===== config.mk =====
export PLATFORM = sky130hd
export DESIGN_NAME = flash_program_erase_control
export DESIGN_NICKNAME = d
export VERILOG_FILES = /design/src/hdl/flash_ctrl_pkg.sv /design/src/hdl/flash_holding_buffer.sv /design/src/hdl/flash_program_erase_control.sv
export VERILOG_INCLUDE_DIRS = /design/src /design/src/hdl
export SDC_FILE = /design/constraint.sdc
export NUM_CORES = 2
export LEC_CHECK = 0
export BUFFER_PORTS_ARGS = -buffer_cell sky130_fd_sc_hd__clkbuf_2
export CAP_MARGIN = 20
export CORE_MARGIN = 10
export CORE_UTILIZATION = 50
export CTS_BUF_LIST = sky130_fd_sc_hd__clkbuf_4
export DETAILED_ROUTE_END_ITERATION = 16
export HOLD_SLACK_MARGIN = 0.06
export PLACE_DENSITY_LB_ADDON = 0.05
export SYNTH_ARGS = -nofsm -noshare
export SYNTH_HDL_FRONTEND = slang
export SYNTH_SLANG_ARGS = --single-unit
export TNS_END_PERCENT = 10

===== constraint.sdc =====
create_clock -name sys_clk -period 3.7 [get_ports sys_clk]
set_input_delay 0.37 -clock sys_clk [delete_from_list [all_inputs] [get_ports sys_clk]]
set_output_delay 0.37 -clock sys_clk [all_outputs]
set_load 0.005 [all_outputs]

===== src/hdl/flash_ctrl_params.svh =====
// constants for the flash program/erase sequencer
`ifndef FLASH_CTRL_PARAMS_SVH
`define FLASH_CTRL_PARAMS_SVH

`define CTRL_OFFSET    8'h00
`define KEY_OFFSET     8'h04
`define PAGE_OFFSET    8'h08
`define ADDR_OFFSET    8'h0c
`define LOW_OFFSET     8'h10
`define HIGH_OFFSET    8'h14
`define STATUS_OFFSET  8'h18

`define RUN_BIT        15
`define ENABLE_BIT     14
`define FAULT_BIT      13
`define ERASE_BIT      6
`define CTRL_RESET     16'h0000

`define KEY_FIRST      8'h55
`define KEY_SECOND     8'haa

`define OP_BULK        4'hf
`define OP_GENERAL     4'hd
`define OP_SECURE      4'hc
`define OP_PAGE        4'h2
`define OP_CONFIG      4'h0
`define OP_WORD        4'h3
`define OP_ROW         4'h1

`define PAGE_MASK      24'hfffc00
`define ROW_MASK       24'hffff80
`define ROW_WORDS      7'h40
`define ADDR_STEP      16'h0002

`define OP_TIME_NS     1435000
`define CLK_PERIOD_NS  10

`define RESP_OKAY      2'h0
`define RESP_DECERR    2'h3

`endif


===== src/hdl/flash_ctrl_pkg.sv =====
// types shared by the flash program/erase sequencer
package flash_ctrl_pkg;

   typedef enum logic [1:0] {KEY_LOCKED, KEY_HALF, KEY_ARMED} key_state_type;
   typedef enum logic {SEQ_IDLE, SEQ_RUN} seq_state_type;

   typedef struct packed {
      logic [7:0]  awaddr;
      logic        awvalid;
      logic [31:0] wdata;
      logic [3:0]  wstrb;
      logic        wvalid;
      logic        bready;
      logic [7:0]  araddr;
      logic        arvalid;
      logic        rready;
   } axi_req_type;

   typedef struct packed {
      logic        awready;
      logic        wready;
      logic [1:0]  bresp;
      logic        bvalid;
      logic        arready;
      logic [31:0] rdata;
      logic [1:0]  rresp;
      logic        rvalid;
   } axi_resp_type;

   typedef struct packed {
      logic        go;
      logic        erase;
      logic [3:0]  op;
      logic [23:0] addr;
   } flash_cmd_type;

   typedef struct packed {
      logic        valid;
      logic [5:0]  index;
      logic [23:0] data;
   } row_word_type;

   typedef struct packed {
      logic        lowEn;
      logic        highEn;
      logic [5:0]  index;
      logic [15:0] data;
   } buffer_write_type;

   typedef struct packed {
      logic [63:0][23:0] words;
      logic [23:0]       rdData;
   } buffer_state_type;

   typedef struct packed {
      logic             run;
      logic             enable;
      logic             fault;
      logic             erase;
      logic [3:0]       op;
      logic [7:0]       page;
      logic [15:0]      addr;
      key_state_type    key;
      seq_state_type    seq;
      logic [31:0]      timer;
      logic [6:0]       streamLeft;
      logic [5:0]       streamIdx;
      logic             pending;
      logic [5:0]       pendIdx;
      flash_cmd_type    cmd;
      row_word_type     row;
      logic             stall;
      logic             awHeld;
      logic [7:0]       awAddr;
      logic             wHeld;
      logic [31:0]      wData;
      logic [3:0]       wStrb;
      axi_resp_type     resp;
   } ctrl_state_type;

endpackage


===== src/hdl/flash_holding_buffer.sv =====
// 64-word holding buffer filled by table stores, read back by index
`timescale 1ns/100ps
`default_nettype none

module flash_holding_buffer (
   // clock and reset
   input  wire logic                             sys_clk,
   input  wire logic                             rst,
   // table store side
   input  wire flash_ctrl_pkg::buffer_write_type wr,
   // read side, data one cycle after index
   input  wire logic [5:0]                       rdIndex,
   output logic [23:0]                           rdData
);
   import flash_ctrl_pkg::*;

   buffer_state_type state;
   buffer_state_type next_state;

   always_comb begin
      next_state = state;
      // words only land in the buffer, flash is untouched
      if (wr.lowEn) begin
         next_state.words[wr.index][15:0] = wr.data;
      end
      if (wr.highEn) begin
         next_state.words[wr.index][23:16] = wr.data[7:0];
      end
      next_state.rdData = state.words[rdIndex];
   end

   always_ff @(posedge sys_clk) begin
      if (rst) begin
         state <= '0;
      end else begin
         state <= next_state;
      end
   end

   assign rdData = state.rdData;

endmodule

`default_nettype wire


===== src/hdl/flash_program_erase_control.sv =====
// flash program/erase sequencer with unlock key, behind an AXI4-Lite slave
//
// Contract
// - improper start attempts or improper termination set the sequence fault flag
// - erase select bit chooses erase or program meaning of the operation code
// - erase codes: bulk, general, secure, page, config byte; 0011/0001 nothing
// - undefined operation codes perform no flash operation
// - key register takes low-byte writes, write-only, upper byte reads zero
// - key 0x55 then 0xAA consecutively must precede a start
// - processor stalls for the whole cycle, resumes when it ends
// - row program needs 64 words loaded into holding buffers first
// - pages align on 1536-byte and rows on 192-byte boundaries
`timescale 1ns/100ps
`default_nettype none
`include "flash_ctrl_params.svh"

module flash_program_erase_control #(
   parameter int unsigned OP_CYCLES =
      (`OP_TIME_NS + `CLK_PERIOD_NS - 1) / `CLK_PERIOD_NS
) (
   // clock and reset
   input  wire logic                         sys_clk,
   input  wire logic                         rst,
   // register bus
   input  wire flash_ctrl_pkg::axi_req_type  axiReq,
   output flash_ctrl_pkg::axi_resp_type      axiResp,
   // flash array side
   input  wire logic                         flashFault,
   output flash_ctrl_pkg::flash_cmd_type     flashCmd,
   output flash_ctrl_pkg::row_word_type      rowWord,
   // processor side
   output logic                              coreStall
);
   import flash_ctrl_pkg::*;

   ctrl_state_type   state;
   ctrl_state_type   next_state;
   buffer_write_type bufWrite;
   logic [23:0]      bufData;

   localparam logic [15:0] CTRL_INIT = `CTRL_RESET;

   ////////////////////////////////////////////////////////////////////////////

   function automatic logic opPerforms(input logic erase, input logic [3:0] op);
      if (erase) begin
         opPerforms = (op == `OP_BULK) || (op == `OP_GENERAL) ||
                      (op == `OP_SECURE) || (op == `OP_PAGE) || (op == `OP_CONFIG);
      end else begin
         opPerforms = (op == `OP_WORD) || (op == `OP_ROW) || (op == `OP_CONFIG);
      end
   endfunction

   // operation shapes that change addressing or streaming
   function automatic logic isPageErase(input logic erase, input logic [3:0] op);
      isPageErase = erase && (op == `OP_PAGE);
   endfunction

   function automatic logic isRowProgram(input logic erase, input logic [3:0] op);
      isRowProgram = !erase && (op == `OP_ROW);
   endfunction

   // holding-buffer slot of a table offset: one slot per instruction, two address units
   function automatic logic [5:0] slotOf(input logic [15:0] addr);
      slotOf = addr[6:1];
   endfunction

   function automatic logic [23:0] alignAddr(input logic erase, input logic [3:0] op,
                                             input logic [23:0] addr);
      if (isPageErase(erase, op)) begin
         alignAddr = addr & `PAGE_MASK;
      end else if (isRowProgram(erase, op)) begin
         alignAddr = addr & `ROW_MASK;
      end else begin
         alignAddr = addr;
      end
   endfunction

   function automatic logic [15:0] ctrlImage(input ctrl_state_type s);
      ctrlImage = 16'h0000;
      ctrlImage[`RUN_BIT] = s.run;
      ctrlImage[`ENABLE_BIT] = s.enable;
      ctrlImage[`FAULT_BIT] = s.fault;
      ctrlImage[`ERASE_BIT] = s.erase;
      ctrlImage[3:0] = s.op;
   endfunction

   ////////////////////////////////////////////////////////////////////////////

   flash_holding_buffer buffer (
      .sys_clk (sys_clk),
      .rst     (rst),
      .wr      (bufWrite),
      .rdIndex (state.streamIdx),
      .rdData  (bufData)
   );

   ////////////////////////////////////////////////////////////////////////////

   always_comb begin
      logic        doWrite;
      logic [7:0]  wa;
      logic [31:0] wd;
      logic [3:0]  ws;
      logic        startReq;
      next_state = state;
      bufWrite = '0;
      doWrite = 1'b0;
      wa = state.awAddr;
      wd = state.wData;
      ws = state.wStrb;
      startReq = 1'b0;
      next_state.cmd.go = 1'b0;

      // write address and data are taken independently
      if (axiReq.awvalid && state.resp.awready) begin
         next_state.awHeld = 1'b1;
         next_state.awAddr = axiReq.awaddr;
      end
      if (axiReq.wvalid && state.resp.wready) begin
         next_state.wHeld = 1'b1;
         next_state.wData = axiReq.wdata;
         next_state.wStrb = axiReq.wstrb;
      end
      if (state.resp.bvalid && axiReq.bready) begin
         next_state.resp.bvalid = 1'b0;
      end
      if (state.awHeld && state.wHeld && !state.resp.bvalid) begin
         doWrite = 1'b1;
         next_state.awHeld = 1'b0;
         next_state.wHeld = 1'b0;
         next_state.resp.bvalid = 1'b1;
         next_state.resp.bresp = `RESP_OKAY;
      end

      if (doWrite) begin
         // any write other than a key step breaks the unlock sequence
         next_state.key = KEY_LOCKED;
         if (wa == `CTRL_OFFSET) begin
            if (state.seq == SEQ_IDLE) begin
               if (ws[0]) begin
                  next_state.erase = wd[`ERASE_BIT];
                  next_state.op = wd[3:0];
               end
               if (ws[1]) begin
                  next_state.enable = wd[`ENABLE_BIT];
                  next_state.fault = wd[`FAULT_BIT];
                  startReq = wd[`RUN_BIT];
               end
            end
         end else if (wa == `KEY_OFFSET) begin
            if (ws[0]) begin
               if (wd[7:0] == `KEY_FIRST) begin
                  next_state.key = KEY_HALF;
               end else if (wd[7:0] == `KEY_SECOND && state.key == KEY_HALF) begin
                  next_state.key = KEY_ARMED;
               end
            end
         end else if (wa == `PAGE_OFFSET) begin
            if (ws[0]) begin
               next_state.page = wd[7:0];
            end
         end else if (wa == `ADDR_OFFSET) begin
            if (ws[0]) begin
               next_state.addr[7:0] = wd[7:0];
            end
            if (ws[1]) begin
               next_state.addr[15:8] = wd[15:8];
            end
         end else if (wa == `LOW_OFFSET) begin
            bufWrite.lowEn = state.seq == SEQ_IDLE;
            bufWrite.index = slotOf(state.addr);
            bufWrite.data = wd[15:0];
         end else if (wa == `HIGH_OFFSET) begin
            bufWrite.highEn = state.seq == SEQ_IDLE;
            bufWrite.index = slotOf(state.addr);
            bufWrite.data = {8'h00, wd[7:0]};
            next_state.addr = state.addr + `ADDR_STEP;
         end else begin
            next_state.resp.bresp = `RESP_DECERR;
         end
      end

      // start attempt
      if (startReq) begin
         if (state.key != KEY_ARMED || !next_state.enable) begin
            next_state.fault = 1'b1;
         end else if (opPerforms(next_state.erase, next_state.op)) begin
            next_state.run = 1'b1;
            next_state.seq = SEQ_RUN;
            next_state.stall = 1'b1;
            next_state.timer = OP_CYCLES;
            next_state.cmd.go = 1'b1;
            next_state.cmd.erase = next_state.erase;
            next_state.cmd.op = next_state.op;
            next_state.cmd.addr = alignAddr(next_state.erase, next_state.op,
                                            {state.page, state.addr});
            if (isRowProgram(next_state.erase, next_state.op)) begin
               next_state.streamLeft = `ROW_WORDS;
               next_state.streamIdx = 6'h00;
            end else if (!next_state.erase) begin
               next_state.streamLeft = 7'h01;
               next_state.streamIdx = slotOf(state.addr);
            end
         end
      end

      // self-timed cycle, streaming buffer words to the array
      next_state.pending = 1'b0;
      next_state.row.valid = state.pending;
      next_state.row.index = state.pendIdx;
      next_state.row.data = bufData;
      if (state.seq == SEQ_RUN) begin
         next_state.timer = state.timer - 32'h1;
         if (state.streamLeft != 7'h00) begin
            next_state.pending = 1'b1;
            next_state.pendIdx = state.streamIdx;
            next_state.streamIdx = state.streamIdx + 6'h01;
            next_state.streamLeft = state.streamLeft - 7'h01;
         end
         // normal end or array abort; either way the key must be given again
         if (state.timer == 32'h1 || flashFault) begin
            next_state.run = 1'b0;
            next_state.seq = SEQ_IDLE;
            next_state.stall = 1'b0;
            next_state.streamLeft = 7'h00;
            next_state.key = KEY_LOCKED;
            if (flashFault) begin
               next_state.fault = 1'b1;
            end
         end
      end

      // read channel
      if (state.resp.rvalid && axiReq.rready) begin
         next_state.resp.rvalid = 1'b0;
      end
      if (axiReq.arvalid && state.resp.arready) begin
         next_state.resp.rvalid = 1'b1;
         next_state.resp.rresp = `RESP_OKAY;
         next_state.resp.rdata = 32'h0;
         if (axiReq.araddr == `CTRL_OFFSET) begin
            next_state.resp.rdata[15:0] = ctrlImage(state);
         end else if (axiReq.araddr == `KEY_OFFSET) begin
            next_state.resp.rdata = 32'h0;
         end else if (axiReq.araddr == `PAGE_OFFSET) begin
            next_state.resp.rdata[7:0] = state.page;
         end else if (axiReq.araddr == `ADDR_OFFSET) begin
            next_state.resp.rdata[15:0] = state.addr;
         end else if (axiReq.araddr == `LOW_OFFSET || axiReq.araddr == `HIGH_OFFSET) begin
            next_state.resp.rdata = 32'h0;
         end else if (axiReq.araddr == `STATUS_OFFSET) begin
            next_state.resp.rdata[0] = state.seq == SEQ_RUN;
            next_state.resp.rdata[2:1] = state.key;
         end else begin
            next_state.resp.rresp = `RESP_DECERR;
         end
      end

      next_state.resp.awready = !next_state.awHeld;
      next_state.resp.wready = !next_state.wHeld;
      next_state.resp.arready = !next_state.resp.rvalid;
   end

   always_ff @(posedge sys_clk) begin
      if (rst) begin
         state <= '0;
         state.key <= KEY_LOCKED;
         state.seq <= SEQ_IDLE;
         state.resp.awready <= 1'b1;
         state.resp.wready <= 1'b1;
         state.resp.arready <= 1'b1;
         // control bits come up from the control reset word
         state.run <= CTRL_INIT[`RUN_BIT];
         state.enable <= CTRL_INIT[`ENABLE_BIT];
         state.fault <= CTRL_INIT[`FAULT_BIT];
         state.erase <= CTRL_INIT[`ERASE_BIT];
         state.op <= CTRL_INIT[3:0];
      end else begin
         state <= next_state;
      end
   end

   ////////////////////////////////////////////////////////////////////////////

   assign axiResp = state.resp;
   assign flashCmd = state.cmd;
   assign rowWord = state.row;
   assign coreStall = state.stall;

endmodule

`default_nettype wire


Word-level counts from Yosys, hierarchy flattened:

Cells that the tools add are included.

* muxes and demuxes: 101
* order comparisons: 3
* divide/modulo/power cells: 0
* bitwise operators: 6
* add/sub/neg operators: 4
* equal/unequal tests: 26
* reduce and logical (&&, ||, !) cells: 42
* shifts and indexed selects: 0
* multipliers: 0

Operators with widths (number)
* $bwmux W1536: 2
* $mux W1536: 2
* $demux W24 S6: 2
* $mux W24: 8
* $bmux W24 S6: 1
* $mux W46: 3
* $mux W16: 8
* $mux W55: 1
* $mux W8: 6
* $eq A8 B5 Y1 const B: 5
* $mux W37: 1
* $mux W2: 18
* $mux W33: 1
* $eq A32 B1 Y1 const B: 1
* $eq A8 B4 Y1 const B: 4
* $sub A32 B1 Y32 const B: 1
* $mux W1: 30
* $mux W30: 1
* $mux W7: 4
* $mux W13: 2
* $mux W26: 1
* $mux W23: 1
* $mux W22: 1
* $mux W20: 1
* other kinds (31): 77

* bits in latches: 0
* flip-flop bits (word level): 1796
* word-level logic and storage cells: 283
* memory bits (read-only): 0
* memories kept: 0
* RAM bits: 0
* input bits: 60

Logic depth before layout (Yosys ltp):

* depth in word-level cells: 22
* gate-level depth with buffers: 11
* mapped depth without buffers: 8

By module:

A second synthesis with hierarchy kept.

* cells, all modules: 9043
* area total of the unflattened synthesis: 76885.0 µm²

Modules (own cells, without submodules)
* flash_holding_buffer: times used 1, cells each 7911, area an instance 67419.7 µm²
* flash_program_erase_control: times used 1, cells each 1132, area an instance 9465.3 µm²

Worst setup path before layout:

No wires, ideal clock.

* path kind: register to register
* start point: register state[156] (netlist name)
* end point: register buffer.state (netlist bit buffer.rdData[10])
* slack: 1.044 ns
* path buffers: 3
* period minus slack after synthesis: 2.656 ns
* required time: 3.579 ns
* stages on the path, launching flop included: 8
* arrival: 2.535 ns
* setup time: 0.121 ns
* cell sequence: dfxtp_1 buf_2 buf_2 buf_1 mux4_2 mux4_2 a21oi_1 nand2_1

* longest elaborated chain between the ends: 2

Ends and longest elaborated chain
* from (decl): RTL line flash_program_erase_control.sv:36 `ctrl_state_type state;`
* from (signal assigned): RTL line flash_program_erase_control.sv:280 `state <= next_state;`
* $bmux W24 S6: RTL line flash_holding_buffer.sv:29 `next_state.rdData = state.words[rdIndex];`
* $mux W24 (not written as such): RTL line flash_holding_buffer.sv:29
* to (signal assigned): RTL line flash_holding_buffer.sv:36 `state <= next_state;`
* to (decl): RTL line flash_holding_buffer.sv:17 `buffer_state_type state;`

No other way between the ends. The select of a mux whose other input is x is not followed.
A chain may end at the register's enable or synchronous reset.

Worst setup path after layout:

* start point: register state[83] (netlist name)
* end point: register buffer.state[89] (netlist name)

* longest elaborated chain between the ends: 14

Ends and longest elaborated chain
* $eq A8 B5 Y1 (no source line)
* $mux W23: RTL line flash_program_erase_control.sv:174 `` end else if (wa == `HIGH_OFFSET) begin ``
* $mux W22: RTL line flash_program_erase_control.sv:170 `` end else if (wa == `LOW_OFFSET) begin ``
* $mux W24: RTL line flash_program_erase_control.sv:163 `` end else if (wa == `ADDR_OFFSET) begin ``
* $mux W24: RTL line flash_program_erase_control.sv:159 `` end else if (wa == `PAGE_OFFSET) begin ``
* $mux W24: RTL line flash_program_erase_control.sv:151 `` end else if (wa == `KEY_OFFSET) begin ``
* $mux W24 (*): RTL line flash_program_erase_control.sv:139 `` if (wa == `CTRL_OFFSET) begin ``
* $mux W24 (*): RTL line flash_program_erase_control.sv:136 `if (doWrite) begin`
* $lt A6 B7 Y1 (not written as such) or $ge A6 B1 Y1 (tied branches): RTL line flash_holding_buffer.sv:27 `next_state.words[wr.index][23:16] = wr.data[7:0];`
* $logic_and A1 B1 Y1 (not written as such): RTL line flash_holding_buffer.sv:27
* $mux W24 (not written as such): RTL line flash_holding_buffer.sv:27
* $demux W24 S6
* $bwmux W1536: RTL line flash_holding_buffer.sv:27
* $mux W1536 (*): RTL line flash_holding_buffer.sv:26 `if (wr.highEn) begin`

Mark *: on every way between the ends. The rest lies on a longest branch, timed or not.

==> tab_implementation.tex <==
\begin{tabular}{lr}
\hline
Metric & Value \\
\hline
\multicolumn{2}{l}{\textbf{Place}} \\
\quad Instance area after placement & 78610 sq um \\
\quad Final Wtd Congestion & 0.8486 \\
\quad Placed wire-length estimate & 153100 um \\
\quad IO buf count & 128 \\
\quad Worst setup slack before clock tree synthesis & 0.3665 ns \\
\multicolumn{2}{l}{\textbf{Die}} \\
\quad Std-Cell Rows & roughly 140 \\
\quad Die W & 411.0 um \\
\quad IO Count & 163 \\
\quad Die span in y & 411.0 um \\
\quad Core Box Area & $\sim$150000 sq um \\
\quad Area of the die & 168900 sq um \\
\quad Initial Utilization & 0.5031 \\
\multicolumn{2}{l}{\textbf{Global routing}} \\
\quad GR met2 Demand/Resource & 0.4484 \\
\quad Vias in the first global route & 61230 \\
\quad GR Overflow Total & 0 \\
\quad Gr busiest metal & met2 \\
\quad Wire length of the first global-routing pass & 380000 um \\
\quad Grt met1 use & 0.4022 \\
\quad Global routing usage summed across all routing layers & 0.2893 \\
\quad Antenna violations before repair & 7 \\
\quad Met3 Resource Use GR & 0.06328 \\
\quad Maximum number of pins on one net before global-route repair & 220 \\
\multicolumn{2}{l}{\textbf{Logic synthesis}} \\
\quad Cell type contributing the most total cell area after synthesis & sky130\_fd\_sc\_hd\_\_dfxtp\_1 \\
\quad Portion of synthesized cell area occupied by the leading cell type & 0.4613 \\
\quad Async set-or-reset flop fraction in the synthesized netlist & 0 \\
\quad Synthesis warning total & 0 \\
\quad Gate count of the mapped netlist & approximately 8700 \\
\quad Post-synth EDFFs & 0 \\
\quad Main synth FF type & sky130\_fd\_sc\_hd\_\_dfxtp\_1 \\
\quad Synthesized cell area & between 70000 and 80000 sq um \\
\quad Mean post-synth cell area & approximately 8.8 sq um \\
\quad Yosys cell types & 74 \\
\quad Count of state elements after synthesis & 1761 \\
\quad Most area-consuming cells after synthesis & sky130\_fd\_sc\_hd\_\_dfxtp\_1 46\%, sky130\_fd\_sc\_hd\_\_mux4\_2 13\%, sky130\_fd\_sc\_hd\_\_a21oi\_1 9.6\%, sky130\_fd\_sc\_hd\_\_nor2\_1 8.2\%, sky130\_fd\_sc\_hd\_\_nand2\_1 6.5\% \\
\quad Proportion of synthesized chip area in sequential cells & 0.4613 \\
\multicolumn{2}{l}{\textbf{Final layout}} \\
\quad Final net count & 8902 \\
\quad Fraction of final layout cells with drive strength greater than 1 & 0.1925 \\
\quad Filler Cell Count & 13760 \\
\quad Fin area & 85920 sq um \\
\quad Post-synthesis to final-layout area growth & 12.42\% \\
\multicolumn{2}{l}{\textbf{Power and ir drop}} \\
\quad Part of the total power dissipated in sequential elements & 0.515 \\
\quad Power density relative to cell area & about 430 nW/um\^{}2 \\
\quad Portion of total power attributed to the clock network & 0.466 \\
\quad Net switching power & 8.689 mW \\
\quad Internal cell power & 28.27 mW \\
\quad Proportion of power drawn by combinational gates & 0.019 \\
\quad Peak supply drop & $\sim$300 uV \\
\quad Leakage power & 30.74 nW \\
\quad Total power of the final layout & 36.96 mW \\
\quad Sw frac & 0.2351 \\
\multicolumn{2}{l}{\textbf{Routing}} \\
\quad DRC violation count after routing & 0 \\
\quad Routed wire length & 251900 um \\
\quad Total vias in the final route & 64330 \\
\quad WL per Instance & 22.48 um \\
\quad Number of detailed-routing iterations run before antenna repair & 5 \\
\quad Number of nets with antenna violations after routing & 0 \\
\quad Per-cell via count in the routed design & between 5 and 6 \\
\quad Initial DRC Count & about 6500 \\
\multicolumn{2}{l}{\textbf{Timing}} \\
\quad Unrepaired setup endpoints after global routing & no \\
\quad Max Slew Vio Count & 0 \\
\quad Worst-case clock skew & 0.1120 ns \\
\quad Time the worst path needs with I/O delays and setup & between 3 and 4 ns \\
\quad Endpoints failing setup & 0 \\
\quad Setup TNS after final layout & 0 ns \\
\quad Fmax & approximately 290 MHz \\
\quad Slew Limit Headroom & 0.1586 \\
\quad Final Hold Violating Endpoints & 0 \\
\quad Tightest hold margin & 0.2177 ns \\
\quad Final cycle utilization of the critical path & 0.9280 \\
\quad Final setup margin & 0.2666 ns \\
\quad Transition time of the tightest slew-check pin & 1.262 ns \\
\multicolumn{2}{l}{\textbf{Worst setup path}} \\
\quad Critical-path maximum fanout & 11 \\
\quad Kind of launch point of the worst setup path & register \\
\quad Kind of end point of the critical path & register \\
\quad Reg2reg setup slack & $\sim$0.27 ns \\
\quad Endpoint of the lowest-slack register-to-register path & buffer.state[89]\$\_SDFFE\_PP0P\_ \\
\quad R2r startpoint & state[83]\$\_SDFFE\_PP0P\_ \\
\quad Worst reg-to-reg path cell count & 7 \\
\quad Crit path required time & 5.00 ns \\
\quad Data arrival time at the worst-slack endpoint & 4.74 ns \\
\quad Type of the setup path with the least slack & reg -> reg \\
\multicolumn{2}{l}{\textbf{CTS}} \\
\quad CTS clk-pin slew, worst paths & 0.07 ns \\
\quad Count of cells resized by post-cts repair & 0 \\
\quad Maximum root-to-sink buffer count & 4 \\
\quad TritonCTS clock tree & built \\
\quad Sink count of the clock tree & 1761 \\
\quad Later-pin clock latency in the skew report & 1.44 ns \\
\quad Total CTS buffers & about 480 \\
\quad Clk root buf & sky130\_fd\_sc\_hd\_\_clkbuf\_4 \\
\quad Maximum level of the CTS H-tree & 5 \\
\multicolumn{2}{l}{\textbf{Outcome}} \\
\quad Outcome & finished clean \\
\multicolumn{2}{l}{\textbf{Min path}} \\
\quad Worst hold path class & in -> reg \\
\quad Start point of the worst hold path & axiReq[9] \\
\quad End point of the most critical hold path & axiResp[8]\$\_SDFFE\_PP0P\_ \\
\quad Worst hold path cell count & 8 \\
\multicolumn{2}{l}{\textbf{Flow run}} \\
\quad Number of violations of the max-capacitance limit & 0 \\
\hline
\end{tabular}
-- worst max-delay path: stages, from the launching register on --
cell	delay, ns
sky130_fd_sc_hd__dfxtp_1	0.36
sky130_fd_sc_hd__or4b_1	0.75
sky130_fd_sc_hd__nor3_4	0.52
sky130_fd_sc_hd__buf_4	0.24
sky130_fd_sc_hd__nand2_1	0.45
sky130_fd_sc_hd__nor2_1	0.71
sky130_fd_sc_hd__nand2_1	0.12
sky130_fd_sc_hd__a21oi_1	0.18
-- cells by family (layout without fill, tap and decap cells) --
logic type | count (synthesis) | in the layout | synth area share
fa+ha+maj | 6 | 6 | 0.0009822
xor+xnor | 5 | 5 | 0.0005730
simple gates | 3442 | 3442 | 0.1873
other cells | 1 | 20 | 0.00004907
compound gates | 1801 | 1801 | 0.1227
flops | 1761 | 1761 | 0.4613
buf+inv | 909 | 1389 | 0.05412
mux | 750 | 750 | 0.1730
-- power by group through the flow --
stage	combinational, mW	sequential, mW	clock, mW
after floorplan	0.407	19.4	0
after global placement	0.547	19.5	0
after detailed placement	0.549	19.5	0
after CTS	0.675	19.0	17.6
after global routing	0.744	19.0	18.7
final	0.696	19.0	17.2
-- repair_timing --
| item | CTS | global route |
|---|---|---|
| endpoints found under the hold margin | 1560 | 0 |
| setup buffers | 0 | 0 |
| hold buffers | 140 | 0 |
-- registers in the layout, indices dropped and copies added, names as in the netlist, named ones only --
signal	flops
buffer.rdData	24
next_state	7
flashCmd	30
state	108
axiResp	22
coreStall	1
buffer.state	1536
rowWord	31
-- placed cells by master, fill, tap and decap left out, drive strengths merged, types with 39 or more instances in the layout --
cell         netlist  final
dfxtp           1761   1761
nor3              39     39
nor2            1686   1686
a21oi           1463   1463
mux4             456    456
o21ai            223    223
buf              367    300
nand4             52     52
nor2b             61     61
nand3            135    135
clkinv             0     74
mux2i            289    289
dlygate4sd3        0    139
nand2           1323   1323
clkbuf           530    852
-- cells in the mapped netlist (all sizes together), types with 7 or more instances --
| cell type | count |
|---|---|
| nor2b | 61 |
| nand4 | 52 |
| a211oi | 16 |
| nor4 | 14 |
| a21oi | 1463 |
| mux4 | 456 |
| o21ai | 223 |
| and2 | 29 |
| nand3 | 135 |
| mux2i | 289 |
| a22o | 7 |
| clkbuf | 530 |
| o31ai | 8 |
| nand2b | 9 |
| o211ai | 12 |
| a22oi | 13 |
| nand2 | 1323 |
| and3 | 16 |
| or2 | 14 |
| dfxtp | 1761 |
| o2111ai | 23 |
| buf | 367 |
| or3 | 23 |
| inv | 12 |
| nor2 | 1686 |
| or4 | 15 |
| nor3 | 39 |
-- layout make-up --
class | instances | area [sq um] | share of cell area
multi-input combinational | 6020 | 37230 | 0.4333
sequential | 1761 | 35270 | 0.4105
clock buffer | 725 | 5443 | 0.06334
timing repair buffer | 566 | 4937 | 0.05746
tap | 2030 | 2540 | 0.02956
clock inverter | 86 | 445.4 | 0.005184
inverter | 12 | 45.04 | 0.0005242
antenna | 4 | 10.01 | 0.0001165
-- per-layer routing --
metal / vias up / part of all wire
li1: 30080 / -
met1: 31320 / 0.44
met2: 2541 / 0.45
met3: 396 / 0.087
met4: 0 / 0.026
met5: - / 0
-- worst max path at each step --
| stage | endpoint | start | cells past startpoint |
|---|---|---|---|
| 2_1_floorplan | buffer.rdData[10]$_SDFF_PP0_ | state[156]$_SDFF_PP0_ | 7 |
| 3_3_place_gp | buffer.state[91]$_SDFFE_PP0P_ | state[83]$_SDFFE_PP0P_ | 7 |
| 3_5_place_dp | buffer.state[92]$_SDFFE_PP0P_ | state[83]$_SDFFE_PP0P_ | 7 |
| 4_1_cts | buffer.state[1434]$_SDFFE_PP0P_ | state[83]$_SDFFE_PP0P_ | 7 |
| 5_1_grt | buffer.state[1434]$_SDFFE_PP0P_ | state[83]$_SDFFE_PP0P_ | 7 |
| 6_report | buffer.state[89]$_SDFFE_PP0P_ | state[83]$_SDFFE_PP0P_ | 7 |
-- through the flow --
step	util	std cells
floorplan	-	8690
global placement	0.5175	10250
detailed placement	0.5175	10250
CTS	0.5656	11200
global route	0.5656	11200
finish	0.5656	11200
(Power assumes the default switching activity.)
